## src/common/tibc_pkg.sv

```systemverilog
// package for the transmitter interrupt and buffer-control block
// assumes a byte-wide register port with a 7-bit address pointer
package tibc_pkg;
    localparam logic [6:0] ADDR_TX_STATUS = 7'h07;
    localparam logic [6:0] ADDR_UB_STATUS = 7'h08;
    localparam logic [6:0] ADDR_TX_ENABLE = 7'h09;
    localparam logic [6:0] ADDR_TX_TRIG_HI = 7'h0a;
    localparam logic [6:0] ADDR_TX_TRIG_LO = 7'h0b;
    localparam logic [6:0] ADDR_UB_ENABLE = 7'h0c;
    localparam logic [6:0] ADDR_UB_TRIG_HI = 7'h0d;
    localparam logic [6:0] ADDR_UB_TRIG_LO = 7'h0e;
    localparam logic [6:0] ADDR_CS_BUF_CTRL = 7'h12;
    localparam logic [6:0] ADDR_UB_BUF_CTRL = 7'h13;
    localparam logic [6:0] ADDR_WIN_FIRST = 7'h20;
    localparam logic [6:0] ADDR_WIN_LAST = 7'h37;
    localparam logic [6:0] ADDR_IDENTITY = 7'h7f;
    // event bit positions
    localparam int BIT_SLIP = 7;
    localparam int BIT_CS_XFER = 1;
    localparam int BIT_UB_XFER = 2;
    // control field positions
    localparam int BIT_BUF_SEL = 5;
    localparam int BIT_CS_INHIBIT = 2;
    localparam int BIT_CS_WIDTH = 1;
    localparam int BIT_USER_SRC = 4;
    localparam int BIT_UMODE_LO = 2;
    localparam int BIT_UB_INHIBIT = 0;
    // writable bits of each register
    localparam logic [7:0] TX_EVENT_BITS = 8'h82;
    localparam logic [7:0] UB_EVENT_BITS = 8'h04;
    localparam logic [7:0] CS_CTRL_BITS = 8'h26;
    localparam logic [7:0] UB_CTRL_BITS = 8'h1d;
    localparam logic [7:0] RESET_BYTE = 8'h00;
    // identity values are arbitrary
    localparam logic [3:0] PART_CODE = 4'h5;
    localparam logic [3:0] REVISION_CODE = 4'h3;
    localparam logic [4:0] BUF_BYTES = 5'h18;

    typedef enum logic [1:0] {TRIG_RISE, TRIG_FALL, TRIG_LEVEL, TRIG_RSVD} tibc_trig_t;
    typedef enum logic [1:0] {POL_HIGH, POL_LOW, POL_OPEN_DRAIN, POL_RSVD} tibc_pol_t;
    typedef enum logic [1:0] {UMODE_ZERO, UMODE_BLOCK, UMODE_RSVD2, UMODE_RSVD3} tibc_umode_t;

    typedef struct packed {
        logic        buffer_select;
        logic        cs_transfer_inhibit;
        logic        cs_access_width;
        logic        user_source_select;
        tibc_umode_t user_manager_mode;
        logic        ub_transfer_inhibit;
    } tibc_ctrl_t;
endpackage : tibc_pkg

```

## src/hdl/tibc_top.sv

```systemverilog
// interrupt status, masks, trigger modes and buffer control of the transmitter
// assumes a control-port front end that hands over one byte access per pulse
`timescale 1ns/1ps
module tibc_top
    import tibc_pkg::*;
(
    input  wire logic       clk_i,
    input  wire logic       rstn_i,
    input  wire logic       addr_load_i,
    input  wire logic [6:0] addr_i,
    input  wire logic       wr_i,
    input  wire logic       rd_i,
    input  wire logic [7:0] wdata_i,
    input  wire logic       slip_event_i,
    input  wire logic       block_start_pin_i,
    input  wire logic       block_start_is_input_i,
    input  wire logic       cs_xfer_busy_i,
    input  wire logic       ub_xfer_busy_i,
    input  wire logic       run_i,
    input  wire logic [1:0] irq_pin_polarity_i,
    output logic [7:0]      rdata_o,
    output logic            rvalid_o,
    output logic [6:0]      addr_ptr_o,
    output logic            irq_pin_o,
    output logic            irq_pin_oe_o,
    output logic            buf_wr_o,
    output logic            buf_rd_o,
    output logic            buf_user_o,
    output logic [4:0]      buf_index_o,
    output logic [7:0]      buf_wdata_o,
    output logic            cs_xfer_allow_o,
    output logic            ub_xfer_allow_o,
    output logic            engine_reset_o,
    output tibc_ctrl_t      ctrl_o
);
    logic [6:0] ptr_q;
    logic [7:0] tx_stat_q, ub_stat_q, tx_en_q, tx_hi_q, tx_lo_q, ub_en_q, ub_hi_q, ub_lo_q;
    logic [7:0] cs_ctrl_q, ub_ctrl_q;
    logic [1:0] bs_sync_q, bs_last_q;
    logic [7:0] tx_src_q, ub_src_q;

    // block-start pin is asynchronous: two stages, edge taken across the two further stages after the second
    always_ff @(posedge clk_i) begin
        if (!rstn_i) begin
            bs_sync_q <= 2'b00;
        end else begin
            bs_sync_q <= {bs_sync_q[0], block_start_pin_i};
        end
    end

    always_ff @(posedge clk_i) begin
        if (!rstn_i) begin
            bs_last_q <= 2'b00;
        end else begin
            bs_last_q <= {bs_last_q[0], bs_sync_q[1]};
        end
    end

    wire bs_rise = bs_last_q[0] & ~bs_last_q[1];
    wire umode_block = (ub_ctrl_q[BIT_UMODE_LO+1 -: 2] == 2'(UMODE_BLOCK));

    // raw event sources, one vector per status register
    logic [7:0] tx_src, ub_src;
    always_comb begin
        tx_src = 8'h00;
        ub_src = 8'h00;
        tx_src[BIT_SLIP] = slip_event_i | (block_start_is_input_i & bs_rise);
        tx_src[BIT_CS_XFER] = cs_xfer_busy_i;
        ub_src[BIT_UB_XFER] = ub_xfer_busy_i & umode_block;
    end

    always_ff @(posedge clk_i) begin
        if (!rstn_i) begin
            tx_src_q <= 8'h00;
            ub_src_q <= 8'h00;
        end else begin
            tx_src_q <= tx_src;
            ub_src_q <= ub_src;
        end
    end

    function automatic logic [7:0] trig_hit(input logic [7:0] cur, input logic [7:0] prev,
                                            input logic [7:0] hi, input logic [7:0] lo);
        logic [7:0] r;
        r = 8'h00;
        for (int i = 0; i < 8; i++) begin
            case ({hi[i], lo[i]})
                2'(TRIG_RISE):  r[i] = cur[i] & ~prev[i];
                2'(TRIG_FALL):  r[i] = ~cur[i] & prev[i];
                2'(TRIG_LEVEL): r[i] = cur[i];
                default:        r[i] = 1'b0;
            endcase
        end
        return r;
    endfunction : trig_hit

    function automatic logic [7:0] level_hold(input logic [7:0] cur, input logic [7:0] hi,
                                              input logic [7:0] lo);
        return cur & hi & ~lo;
    endfunction : level_hold

    wire [7:0] tx_hit = trig_hit(tx_src, tx_src_q, tx_hi_q, tx_lo_q);
    wire [7:0] ub_hit = trig_hit(ub_src, ub_src_q, ub_hi_q, ub_lo_q);

    // register port decode
    wire in_window = (ptr_q >= ADDR_WIN_FIRST) && (ptr_q <= ADDR_WIN_LAST);
    wire access = wr_i | rd_i;
    wire rd_tx_stat = rd_i && (ptr_q == ADDR_TX_STATUS);
    wire rd_ub_stat = rd_i && (ptr_q == ADDR_UB_STATUS);
    wire buf_sel = cs_ctrl_q[BIT_BUF_SEL];
    // window open only while running; user buffer only in block mode
    wire win_ok = in_window && run_i && (!buf_sel || umode_block);

    // a mask write masks status at the same edge, so no masked bit is ever visible
    wire [7:0] tx_en_now = (wr_i && (ptr_q == ADDR_TX_ENABLE)) ? (wdata_i & TX_EVENT_BITS) : tx_en_q;
    wire [7:0] ub_en_now = (wr_i && (ptr_q == ADDR_UB_ENABLE)) ? (wdata_i & UB_EVENT_BITS) : ub_en_q;

    // sticky status: an event wins over the read clear
    wire [7:0] tx_stat_d = ((rd_tx_stat ? level_hold(tx_src, tx_hi_q, tx_lo_q) : tx_stat_q) | tx_hit) & tx_en_now;
    wire [7:0] ub_stat_d = ((rd_ub_stat ? level_hold(ub_src, ub_hi_q, ub_lo_q) : ub_stat_q) | ub_hit) & ub_en_now;

    always_ff @(posedge clk_i) begin
        if (!rstn_i) begin
            tx_stat_q <= RESET_BYTE;
            ub_stat_q <= RESET_BYTE;
        end else begin
            tx_stat_q <= tx_stat_d;
            ub_stat_q <= ub_stat_d;
        end
    end

    // only writable registers listed; status and identity have no write path
    always_ff @(posedge clk_i) begin
        if (!rstn_i) begin
            tx_en_q <= RESET_BYTE;
            tx_hi_q <= RESET_BYTE;
            tx_lo_q <= RESET_BYTE;
            ub_en_q <= RESET_BYTE;
            ub_hi_q <= RESET_BYTE;
            ub_lo_q <= RESET_BYTE;
            cs_ctrl_q <= RESET_BYTE;
            ub_ctrl_q <= RESET_BYTE;
        end else if (wr_i) begin
            case (ptr_q)
                ADDR_TX_ENABLE:   tx_en_q <= wdata_i & TX_EVENT_BITS;
                ADDR_TX_TRIG_HI:  tx_hi_q <= wdata_i & TX_EVENT_BITS;
                ADDR_TX_TRIG_LO:  tx_lo_q <= wdata_i & TX_EVENT_BITS;
                ADDR_UB_ENABLE:   ub_en_q <= wdata_i & UB_EVENT_BITS;
                ADDR_UB_TRIG_HI:  ub_hi_q <= wdata_i & UB_EVENT_BITS;
                ADDR_UB_TRIG_LO:  ub_lo_q <= wdata_i & UB_EVENT_BITS;
                ADDR_CS_BUF_CTRL: cs_ctrl_q <= wdata_i & CS_CTRL_BITS;
                ADDR_UB_BUF_CTRL: ub_ctrl_q <= wdata_i & UB_CTRL_BITS;
                default:          ;
            endcase
        end
    end

    always_ff @(posedge clk_i) begin
        if (!rstn_i) begin
            ptr_q <= 7'h00;
        end else if (addr_load_i) begin
            ptr_q <= addr_i;
        end else if (access) begin
            ptr_q <= ptr_q + 7'h01;
        end
    end

    // pointer visible to the port front end
    assign addr_ptr_o = ptr_q;

    // read mux; buffer data itself comes from the buffer engine, not here
    logic [7:0] rmux;
    always_comb begin
        case (ptr_q)
            ADDR_TX_STATUS:   rmux = tx_stat_q;
            ADDR_UB_STATUS:   rmux = ub_stat_q;
            ADDR_TX_ENABLE:   rmux = tx_en_q;
            ADDR_TX_TRIG_HI:  rmux = tx_hi_q;
            ADDR_TX_TRIG_LO:  rmux = tx_lo_q;
            ADDR_UB_ENABLE:   rmux = ub_en_q;
            ADDR_UB_TRIG_HI:  rmux = ub_hi_q;
            ADDR_UB_TRIG_LO:  rmux = ub_lo_q;
            ADDR_CS_BUF_CTRL: rmux = cs_ctrl_q;
            ADDR_UB_BUF_CTRL: rmux = ub_ctrl_q;
            ADDR_IDENTITY:    rmux = {PART_CODE, REVISION_CODE};
            default:          rmux = 8'h00;
        endcase
    end

    // pin: any enabled status, level or enable per polarity
    wire irq_any = |tx_stat_d | |ub_stat_d;
    logic irq_lvl, irq_oe;
    always_comb begin
        case (irq_pin_polarity_i)
            2'(POL_HIGH):       begin irq_lvl = irq_any;  irq_oe = 1'b1;    end
            2'(POL_LOW):        begin irq_lvl = ~irq_any; irq_oe = 1'b1;    end
            2'(POL_OPEN_DRAIN): begin irq_lvl = 1'b0;     irq_oe = irq_any; end
            default:            begin irq_lvl = 1'b0;     irq_oe = 1'b0;    end
        endcase
    end

    tibc_ctrl_t ctrl_d;
    always_comb begin
        ctrl_d.buffer_select       = cs_ctrl_q[BIT_BUF_SEL];
        ctrl_d.cs_transfer_inhibit = cs_ctrl_q[BIT_CS_INHIBIT];
        ctrl_d.cs_access_width     = cs_ctrl_q[BIT_CS_WIDTH];
        ctrl_d.user_source_select  = ub_ctrl_q[BIT_USER_SRC];
        ctrl_d.user_manager_mode   = tibc_umode_t'(ub_ctrl_q[BIT_UMODE_LO+1 -: 2]);
        ctrl_d.ub_transfer_inhibit = ub_ctrl_q[BIT_UB_INHIBIT];
    end

    wire [6:0] win_off = ptr_q - ADDR_WIN_FIRST;

    always_ff @(posedge clk_i) begin
        if (!rstn_i) begin
            rdata_o <= 8'h00;
            rvalid_o <= 1'b0;
            irq_pin_o <= 1'b0;
            irq_pin_oe_o <= 1'b0;
            buf_wr_o <= 1'b0;
            buf_rd_o <= 1'b0;
            buf_user_o <= 1'b0;
            buf_index_o <= 5'h00;
            buf_wdata_o <= 8'h00;
            cs_xfer_allow_o <= 1'b0;
            ub_xfer_allow_o <= 1'b0;
            engine_reset_o <= 1'b1;
            ctrl_o <= '0;
        end else begin
            rdata_o <= rd_i ? rmux : rdata_o;
            rvalid_o <= rd_i;
            irq_pin_o <= irq_lvl;
            irq_pin_oe_o <= irq_oe;
            buf_wr_o <= wr_i & win_ok;
            buf_rd_o <= rd_i & win_ok;
            buf_user_o <= buf_sel;
            buf_index_o <= win_off[4:0];
            buf_wdata_o <= wdata_i;
            cs_xfer_allow_o <= run_i & ~cs_ctrl_q[BIT_CS_INHIBIT];
            // user transfers only in block mode and not inhibited
            ub_xfer_allow_o <= run_i & umode_block & ~ub_ctrl_q[BIT_UB_INHIBIT];
            engine_reset_o <= ~run_i;
            ctrl_o <= ctrl_d;
        end
    end

    AST_MASKED_ZERO: assert property (@(posedge clk_i) disable iff (!rstn_i)
        ((tx_stat_q & ~tx_en_q) == 8'h00) && ((ub_stat_q & ~ub_en_q) == 8'h00))
        else $error("masked status bit set");
    AST_SLIP_SET: assert property (@(posedge clk_i) disable iff (!rstn_i)
        tx_en_q[BIT_SLIP] && tx_hit[BIT_SLIP] |=> tx_stat_q[BIT_SLIP])
        else $error("slip event not latched");
    AST_HOLD: assert property (@(posedge clk_i) disable iff (!rstn_i)
        tx_stat_q[BIT_CS_XFER] && !rd_tx_stat && $stable(tx_en_q) |=> tx_stat_q[BIT_CS_XFER])
        else $error("status lost without read");
    AST_READ_CLEAR: assert property (@(posedge clk_i) disable iff (!rstn_i)
        rd_ub_stat && !ub_hit[BIT_UB_XFER] |=> !ub_stat_q[BIT_UB_XFER])
        else $error("user status not cleared on read");
    AST_LEVEL_KEEP: assert property (@(posedge clk_i) disable iff (!rstn_i)
        rd_tx_stat && tx_en_q[BIT_CS_XFER] && tx_hi_q[BIT_CS_XFER] && !tx_lo_q[BIT_CS_XFER]
        && cs_xfer_busy_i |=> tx_stat_q[BIT_CS_XFER])
        else $error("live level source cleared");
    AST_FALL: assert property (@(posedge clk_i) disable iff (!rstn_i)
        ub_en_q[BIT_UB_XFER] && !ub_hi_q[BIT_UB_XFER] && ub_lo_q[BIT_UB_XFER]
        && $fell(ub_src[BIT_UB_XFER]) |=> ub_stat_q[BIT_UB_XFER])
        else $error("falling edge missed");
    AST_PIN_HIGH: assert property (@(posedge clk_i) disable iff (!rstn_i)
        irq_pin_polarity_i == 2'(POL_HIGH) |=> irq_pin_o == $past(irq_any))
        else $error("pin not following status");
    AST_OPEN_DRAIN: assert property (@(posedge clk_i) disable iff (!rstn_i)
        irq_pin_polarity_i == 2'(POL_OPEN_DRAIN) |=> !irq_pin_o && irq_pin_oe_o == $past(irq_any))
        else $error("open drain drive wrong");
    AST_PTR_STEP: assert property (@(posedge clk_i) disable iff (!rstn_i)
        access && !addr_load_i |=> ptr_q == $past(ptr_q) + 7'h01)
        else $error("pointer did not step");
    AST_STOP_BUF: assert property (@(posedge clk_i) disable iff (!rstn_i)
        !run_i |=> !buf_wr_o && !buf_rd_o)
        else $error("buffer access while stopped");
    AST_ID: assert property (@(posedge clk_i) disable iff (!rstn_i)
        rd_i && ptr_q == ADDR_IDENTITY |=> rdata_o == {PART_CODE, REVISION_CODE})
        else $error("identity wrong");

    AST_RVALID: assert property (@(posedge clk_i) disable iff (!rstn_i)
        rd_i |=> rvalid_o)
        else $error("read not answered");
    AST_NO_RVALID: assert property (@(posedge clk_i) disable iff (!rstn_i)
        !rd_i |=> !rvalid_o)
        else $error("spurious read answer");
    AST_LOAD: assert property (@(posedge clk_i) disable iff (!rstn_i)
        addr_load_i |=> ptr_q == $past(addr_i))
        else $error("pointer load lost");
    AST_ENGINE: assert property (@(posedge clk_i) disable iff (!rstn_i)
        1'b1 |=> engine_reset_o == !$past(run_i))
        else $error("engine reset wrong");
    AST_CS_ALLOW: assert property (@(posedge clk_i) disable iff (!rstn_i)
        cs_ctrl_q[BIT_CS_INHIBIT] |=> !cs_xfer_allow_o)
        else $error("cs transfer allowed while inhibited");
    // user transfers need block mode, no inhibit
    AST_UB_ALLOW: assert property (@(posedge clk_i) disable iff (!rstn_i)
        !umode_block || ub_ctrl_q[BIT_UB_INHIBIT] |=> !ub_xfer_allow_o)
        else $error("user transfer allowed wrongly");
    // user source silent outside block mode
    AST_UB_SRC: assert property (@(posedge clk_i) disable iff (!rstn_i)
        !umode_block |=> !ub_src_q[BIT_UB_XFER])
        else $error("user source outside block mode");
    AST_LEVEL_SET: assert property (@(posedge clk_i) disable iff (!rstn_i)
        tx_en_q[BIT_CS_XFER] && tx_hi_q[BIT_CS_XFER] && !tx_lo_q[BIT_CS_XFER] && cs_xfer_busy_i
        && !wr_i |=> tx_stat_q[BIT_CS_XFER])
        else $error("level source not seen");
    AST_POL_LOW: assert property (@(posedge clk_i) disable iff (!rstn_i)
        irq_pin_polarity_i == 2'(POL_LOW) |=> irq_pin_oe_o && irq_pin_o == !$past(irq_any))
        else $error("active low drive wrong");
    AST_POL_OFF: assert property (@(posedge clk_i) disable iff (!rstn_i)
        irq_pin_polarity_i == 2'(POL_RSVD) |=> !irq_pin_oe_o)
        else $error("pin driven in reserved polarity");
    AST_WIN_IDX: assert property (@(posedge clk_i) disable iff (!rstn_i)
        wr_i && win_ok |=> buf_wr_o && buf_index_o == $past(win_off[4:0]))
        else $error("window write misplaced");
    AST_WIN_USER: assert property (@(posedge clk_i) disable iff (!rstn_i)
        wr_i && win_ok |=> buf_user_o == $past(buf_sel))
        else $error("window buffer select wrong");
    AST_CTRL: assert property (@(posedge clk_i) disable iff (!rstn_i)
        1'b1 |=> {ctrl_o.cs_access_width, ctrl_o.user_source_select, ctrl_o.user_manager_mode}
        == {$past(cs_ctrl_q[BIT_CS_WIDTH]), $past(ub_ctrl_q[BIT_USER_SRC -: 3])})
        else $error("control fields wrong");

    COV_SLIP: cover property (@(posedge clk_i) disable iff (!rstn_i) tx_stat_q[BIT_SLIP] ##1 rd_tx_stat);
    COV_UB: cover property (@(posedge clk_i) disable iff (!rstn_i) ub_stat_q[BIT_UB_XFER]);
    COV_WIN: cover property (@(posedge clk_i) disable iff (!rstn_i) buf_wr_o && buf_user_o);
    COV_LEVEL: cover property (@(posedge clk_i) disable iff (!rstn_i) rd_tx_stat && tx_stat_d[BIT_CS_XFER]);
endmodule : tibc_top

```

## config.mk

```make
export PLATFORM = sky130hd
export DESIGN_NAME = tibc_top
export DESIGN_NICKNAME = d
export VERILOG_FILES = /design/src/common/tibc_pkg.sv /design/src/hdl/tibc_top.sv
export SDC_FILE = /design/constraint.sdc
export NUM_CORES = 1
export LEC_CHECK = 0
export BUFFER_PORTS_ARGS = -buffer_cell sky130_fd_sc_hd__buf_2
export CORE_ASPECT_RATIO = 0.9
export CORE_UTILIZATION = 47
export DETAILED_ROUTE_END_ITERATION = 12
export PLACE_DENSITY_LB_ADDON = 0.1
export SYNTH_ARGS = -nofsm -noshare
export SYNTH_HDL_FRONTEND = slang
export SYNTH_SLANG_ARGS = --single-unit
```

## constraint.sdc

```tcl
create_clock -name clk_i -period 1.9 [get_ports clk_i]
set_input_delay 0.19 -clock clk_i [delete_from_list [all_inputs] [get_ports clk_i]]
set_output_delay 0.19 -clock clk_i [all_outputs]
set_load 0.1 [all_outputs]
```

==> flow_summary_export.csv, run 1 <==
group,metric,value,unit
status,status,"finished, violations left",
status,violations,"negative setup slack",
sta,period_share,102,%
clock_tree,htree_num_levels,3,
critical_path,end_kind,"flop",
final_layout,num_antenna_cells,0,
final_layout,fin_util,61.6,%
logic_synthesis,synth_area_leader_cell,"dfxtp_1",
logic_synthesis,synth_area_per_cell,9.11,um^2
final_layout,final_cells,456,
drt,viasPerCell,5.29,
die,die_area,6160,um^2
pwr,powerDensity,899,nW/um^2
placement,globalplace.congestion,0.960,
drt,drt_wl_total,6.82,mm
clock_tree,clock_path_buffers,2,
logic_synthesis,synth-main-ff-cell,"dfxtp_1",
critical_path,worstPathBufferInverterCount,0,
global_routing,gr-total-overflow,0,
clock_tree,cts_tree,"yes",
logic_synthesis,syn_nets,334,
clock_tree,clkSinkCount,69,
sta,fin_worst_skew,0.00933,ns
placement,dp.cells,440,
clock_tree,clkTransAtPathRegs,0.07,ns
sta,max_freq,0.515,GHz
placement,dpl_cell_area,3260,um^2
global_routing,grt_pass1_wl,10.6,mm
pwr,p_sw,982,uW
final_layout,fin_nets,414,
pwr,clkPwrFrac,35.0,%
sta,max_slew.worst_pin.slew,0.604,ns
pwr,p_comb_share,16.8,%
final_layout,finish.instance_area,3490,um^2
sta,slew_headroom,59.3,%
logic_synthesis,yosys-top-cells-area,"dfxtp_1, and2_1, a21oi_1",
clock_tree,cts_root_buf,"clkbuf_8",
sta,hold_ws,0.0369,ns
critical_path,r2r-end,"irq_pin_o",
critical_path,critical-path-top-delay-family,"simple AND/OR/NAND/NOR gates",
critical_path,cp.required,2.12,ns
critical_path,reg2reg_from,"addr_ptr_o[5]",
logic_synthesis,synth.distinct_cells,47,
drt,vias,2410,
critical_path,cp-start-kind,"flop",
hold_path,hold_depth,2,
critical_path,critPathMaxFanout,6,
hold_path,hp-start,"irq_pin_polarity_i[1]",
sta,layout_setup_ws,-0.0403,ns
logic_synthesis,netlist_area,2750,um^2
pwr,power_frac_seq,48.3,%
critical_path,reg2reg_depth,5,
drt,drc,0,
logic_synthesis,synthArstFlopShare,0,%
critical_path,arrival,2.16,ns
logic_synthesis,yosysTopAreaCellShare,50.2,%
global_routing,antenna_found_initial,0,
critical_path,path_cells,"or4b_4 -> o31a_1 -> o32a_1 -> nor4_2 -> nor4b_2",
critical_path,cp_slowest_stage_delay,0.56,ns
die,start_util,48.6,%
logic_synthesis,synth_edf_count,0,
sta,drv_slew,0,
die,ios,72,
pwr,ir_drop,0.668,mV
die,rows,26,
pwr,p_leak,1.53,nW
hold_path,min_to,"irq_pin_o",
clock_tree,cts_buffers,9,
critical_path,path_class,"flop to flop",
critical_path,r2r_slack,-0.04,ns
sta,setup_viol,1,
final_layout,area_growth,26.8,%
global_routing,grt_pass1_vias,2167,
placement,portBuffers,71,
drt,antenna_left,0,
logic_synthesis,synth-seq-cells,69,
logic_synthesis,synth_common_cells,"dfxtp_1, nor2_1, a21oi_1",
sta,rsz0062_at_grt,"yes",
logic_synthesis,synth_cells,302,
placement,dpl.hpwl,4.78,mm
pwr,netSwitchingFraction,31.3,%
hold_path,min_path_type,"input port to flop",
final_layout,final_layout_size_suffix_gt1_share,31.6,%
critical_path,cpMaxStageDelayCell,"or4b_4",
logic_synthesis,synth.yosys.warnings,0,
drt,wire_per_inst,14.9,um
die,coreArea,5660,um^2
sta,hold_viol,0,
sta,fin_crit,1.94,ns
global_routing,grt.total_usage,23.6,%
pwr,intPower,2.15,mW
logic_synthesis,ys_seq_area_share,50.2,%
logic_synthesis,synth_most_common_cell,"dfxtp_1",
die,fp.dieW,82.6,um
flow_run,max_cap_viol_count,0,
global_routing,grt_max_degree,31,
die,dieHeight,74.6,um
drt,drt_iter0_markers,158,
drt,first_pass_iters,4,
clock_tree,clk_latency,0.34,ns
-- layout make-up --
class	count	area [um^2]
Clock inverter	5	32.5
Multi-Input combinational cell	204	1300
Sequential cell	69	1410
Fill cell	546	2170
Clock buffer	10	149
Inverter	12	45.0
Timing Repair Buffer	86	468
Tap cell	70	87.6
-- flip-flops by register name, indices dropped and copies added, names as in the netlist, 2 cells and up --
register and count:
addr_ptr_o 7, bs_last_q 2, bs_sync_q 2, buf_index_o 5, buf_wdata_o 8, cs_ctrl_q 3, ctrl_o 6, rdata_o 8
tx_en_q 2, tx_hi_q 2, tx_lo_q 2, tx_src_q 2, tx_stat_q 2, ub_ctrl_q 4
-- cells in the final DEF (no fill, tap or decap), types with 3 or more instances in the layout --
cell type,synthesis,routed
o31ai_2,0,4
o21a_1,4,4
o21ai_0,11,11
a21oi_1,26,26
nand3b_1,3,3
clkbuf_8,0,9
and3_1,3,3
inv_1,12,11
nor2b_1,4,4
nor2_1,30,30
dfxtp_4,0,6
nand2b_1,6,6
dfxtp_1,69,62
mux2i_1,7,7
and2_1,22,22
nor3_1,5,5
buf_4,1,15
a222oi_1,3,3
nand2_1,24,24
buf_2,2,71
nand3_1,10,10
or3_1,3,3
-- timing repair --
item / 4_1_cts / 5_1_grt
gates resized for setup: 3 / 5
buffers inserted: 0 / 1
pin swaps: 1 / 2
hold buffers: 0 / 0
cloned: 0 / 0
endpoints found under the setup margin: 1 / 4
-- how the worst max path moves through the flow --
stage | startpoint | endpoint | cells after the start
CTS | addr_ptr_o[5] | irq_pin_o | 5
global route | addr_ptr_o[4] | irq_pin_o | 6
detailed placement | addr_ptr_o[5] | irq_pin_o | 5
finish | addr_ptr_o[5] | irq_pin_o | 5
floorplan | addr_ptr_o[5] | irq_pin_o | 6
global placement | addr_ptr_o[5] | irq_pin_oe_o | 5
-- kinds of logic (layout without fill, tap and decap cells) --
logic type	after synthesis	after routing	synth area share, %
AO/OA/AOI/OAI	65	65	15.2
XOR/XNOR	3	3	0.956
adder cells (fa/ha/maj)	4	4	1.82
buffers and inverters	29	113	4.46
flip-flops	69	69	50.2
multiplexers	7	7	2.55
AND/OR/NAND/NOR	125	125	24.7
-- per-stage QoR --
step / setup TNS [ns] / power (mW) / worst slack [ns]
global placement: 0 / 2.06 / 0.0392
CTS: -0.0134 / 3.17 / -0.0134
global route: -0.0973 / 3.27 / -0.0973
finish: -0.0403 / 3.13 / -0.0403
detailed placement: 0 / 2.06 / 0.00830
floorplan: -0.971 / 1.93 / -0.162
-- routing by layer --
layer	routed length (um)	GRT usage, %	vias to the layer above
met1	3180	30.9	1114
li1	-	-	1210
met5	0	0	-
met4	96	7.28	0
met2	3080	35.6	77
met3	463	9.69	9
-- power by group through the flow --
stage,sequential [mW],combinational (mW),clock (mW)
2_1_floorplan,1.79,0.140,0
3_3_place_gp,1.54,0.515,0
3_5_place_dp,1.55,0.516,0
4_1_cts,1.51,0.520,1.13
5_1_grt,1.52,0.554,1.20
6_report,1.51,0.525,1.10
-- worst register-to-register path, cell delays in order (launching register included) --
cell and delay, ns:
dfxtp_4 0.36, or4b_4 0.56, o31a_1 0.27, o32a_1 0.23, nor4_2 0.31, nor4b_2 0.08
No activity file was read; power rests on OpenSTA's default activity.
==> run 2, diff against run 1 <==
--- a/config.mk
+++ b/config.mk
@@ -6,10 +6,13 @@
 export NUM_CORES = 1
 export LEC_CHECK = 0
 export BUFFER_PORTS_ARGS = -buffer_cell sky130_fd_sc_hd__buf_2
+export CELL_PAD_IN_SITES_DETAIL_PLACEMENT = 0
+export CELL_PAD_IN_SITES_GLOBAL_PLACEMENT = 1
 export CORE_ASPECT_RATIO = 0.9
-export CORE_UTILIZATION = 47
+export CORE_UTILIZATION = 35
 export DETAILED_ROUTE_END_ITERATION = 12
 export PLACE_DENSITY_LB_ADDON = 0.1
+export SLEW_MARGIN = 10
 export SYNTH_ARGS = -nofsm -noshare
 export SYNTH_HDL_FRONTEND = slang
 export SYNTH_SLANG_ARGS = --single-unit
==> flow_summary_export.csv, run 2 (same netlist as run 1, synthesis figures left out) <==
group,metric,value,unit
sta,layout_setup_ws,-0.0397,ns
sta,slew_headroom,62.7,%
die,die_area,8220,um^2
final_layout,num_antenna_cells,0,
status,violations,"negative setup slack",
placement,pre_cts_ws,-0.0952,ns
drt,first_pass_iters,4,
pwr,powerDensity,919,nW/um^2
drt,drc,0,
pwr,total_power,3.34,mW
hold_path,hold_depth,2,
sta,fin_crit,1.94,ns
clock_tree,clk_latency,0.34,ns
flow_run,max_cap_viol_count,0,
clock_tree,clock_path_buffers,2,
pwr,clkPwrFrac,38.4,%
critical_path,critPathMaxFanout,5,
sta,max_slew.worst_pin.slew,0.554,ns
pwr,p_comb_share,16.4,%
final_layout,final_cell_mix,"buf_2, dfxtp_1, nor2_1",
placement,dp.cells,474,
drt,antenna_left,0,
critical_path,path_class,"flop to flop",
critical_path,cp.required,2.16,ns
pwr,power_frac_seq,45.2,%
sta,drv_slew,0,
sta,max_freq,0.516,GHz
critical_path,reg2reg_depth,5,
pwr,ir_drop,0.362,mV
global_routing,grt.total_usage,18.9,%
final_layout,finish.instance_area,3640,um^2
drt,vias,2458,
clock_tree,cts_root_buf,"clkbuf_8",
drt,wire_per_inst,15.0,um
global_routing,grt_pass1_vias,2288,
placement,dpl.hpwl,5.33,mm
placement,portBuffers,71,
pwr,p_leak,1.59,nW
pwr,p_sw,1.01,mW
sta,fin_worst_skew,0.00662,ns
die,ios,72,
global_routing,gr-total-overflow,0,
die,coreArea,7580,um^2
sta,period_share,102,%
final_layout,fin_nets,421,
pwr,intPower,2.33,mW
clock_tree,clkTransAtPathRegs,0.07,ns
clock_tree,cts_buffers,9,
clock_tree,cts_tree,"yes",
placement,globalplace.congestion,0.885,
sta,rsz0062_at_grt,"yes",
critical_path,arrival,2.20,ns
sta,setup_viol,1,
status,status,"finished, violations left",
hold_path,min_path_type,"input port to flop",
final_layout,final_layout_size_suffix_gt1_share,32.7,%
final_layout,layout_commonest_cell,"buf_2",
clock_tree,clkSinkCount,69,
sta,hold_viol,0,
final_layout,final_cells,490,
critical_path,end_kind,"flop",
clock_tree,htree_num_levels,3,
drt,viasPerCell,5.02,
global_routing,grt_max_degree,33,
die,fp.dieW,95.4,um
placement,dpl_cell_area,3360,um^2
critical_path,cp-start-kind,"flop",
drt,drt_iter0_markers,86,
final_layout,area_growth,32.2,%
die,rows,30,
drt,drt_wl_total,7.37,mm
global_routing,grt_pass1_wl,11.6,mm
die,start_util,36.3,%
pwr,netSwitchingFraction,30.2,%
global_routing,antenna_found_initial,0,
die,dieHeight,86.1,um
-- run 2: power by group through the flow --
stage          registers (mW)  clock network, mW  logic (mW)
3_5_place_dp             1.54                  0       0.536
5_1_grt                  1.52               1.37       0.578
6_report                 1.51               1.28       0.547
4_1_cts                  1.51               1.31       0.540
2_1_floorplan            1.79                  0       0.140
3_3_place_gp             1.54                  0       0.534
-- run 2: path summary, 6_finish.rpt --
| check | to | startpoint | slack [ns] |
|---|---|---|---|
| hold reg to reg | bs_sync_q[1] | bs_sync_q[0] | 0.43 |
| setup reg to reg | irq_pin_o | addr_ptr_o[4] | -0.04 |
| setup / recovery | irq_pin_o | addr_ptr_o[4] | -0.04 |
| hold / removal | irq_pin_o | irq_pin_polarity_i[1] | 0.02 |
-- run 2: final cells by class --
| type | instances | area, um^2 |
|---|---|---|
| Sequential cell | 69 | 1410 |
| Fill cell | 742 | 3950 |
| Timing Repair Buffer | 93 | 520 |
| Inverter | 12 | 45.0 |
| Multi-Input combinational cell | 204 | 1330 |
| Clock inverter | 5 | 56.3 |
| Clock buffer | 11 | 163 |
| Tap cell | 96 | 120 |
-- run 2: worst max-delay path, cell delays in order, from the launching register on --
cell and delay, ns:
dfxtp_4 0.34, or4b_4 0.59, o31a_1 0.28, o32a_1 0.21
o31ai_2 0.24, nor4b_2 0.20
-- run 2: metrics by stage --
step | utilization, % | hold WS [ns] | setup TNS [ns]
after floorplan | - | 0.261 | -0.971
after global placement | 44.3 | 0.382 | -0.00584
after detailed placement | 44.3 | 0.381 | -0.109
after CTS | 47.4 | 0.0140 | -0.0433
after global routing | 48.0 | 0.0221 | -0.214
final | 48.0 | 0.0232 | -0.0397
-- run 2: repair_timing --
| item | 4_1_cts | 5_1_grt |
|---|---|---|
| buffers inserted | 0 | 0 |
| hold buffers | 0 | 0 |
| endpoints found under the setup margin | 2 | 10 |
| resized for setup | 3 | 7 |
-- run 2: routing by layer --
metal,track usage [%],up-vias,wire length [um]
met5,0,-,0
met2,28.7,75,3190
met3,5.85,16,375
met4,7.33,0,155
li1,-,1225,-
met1,24.9,1142,3650
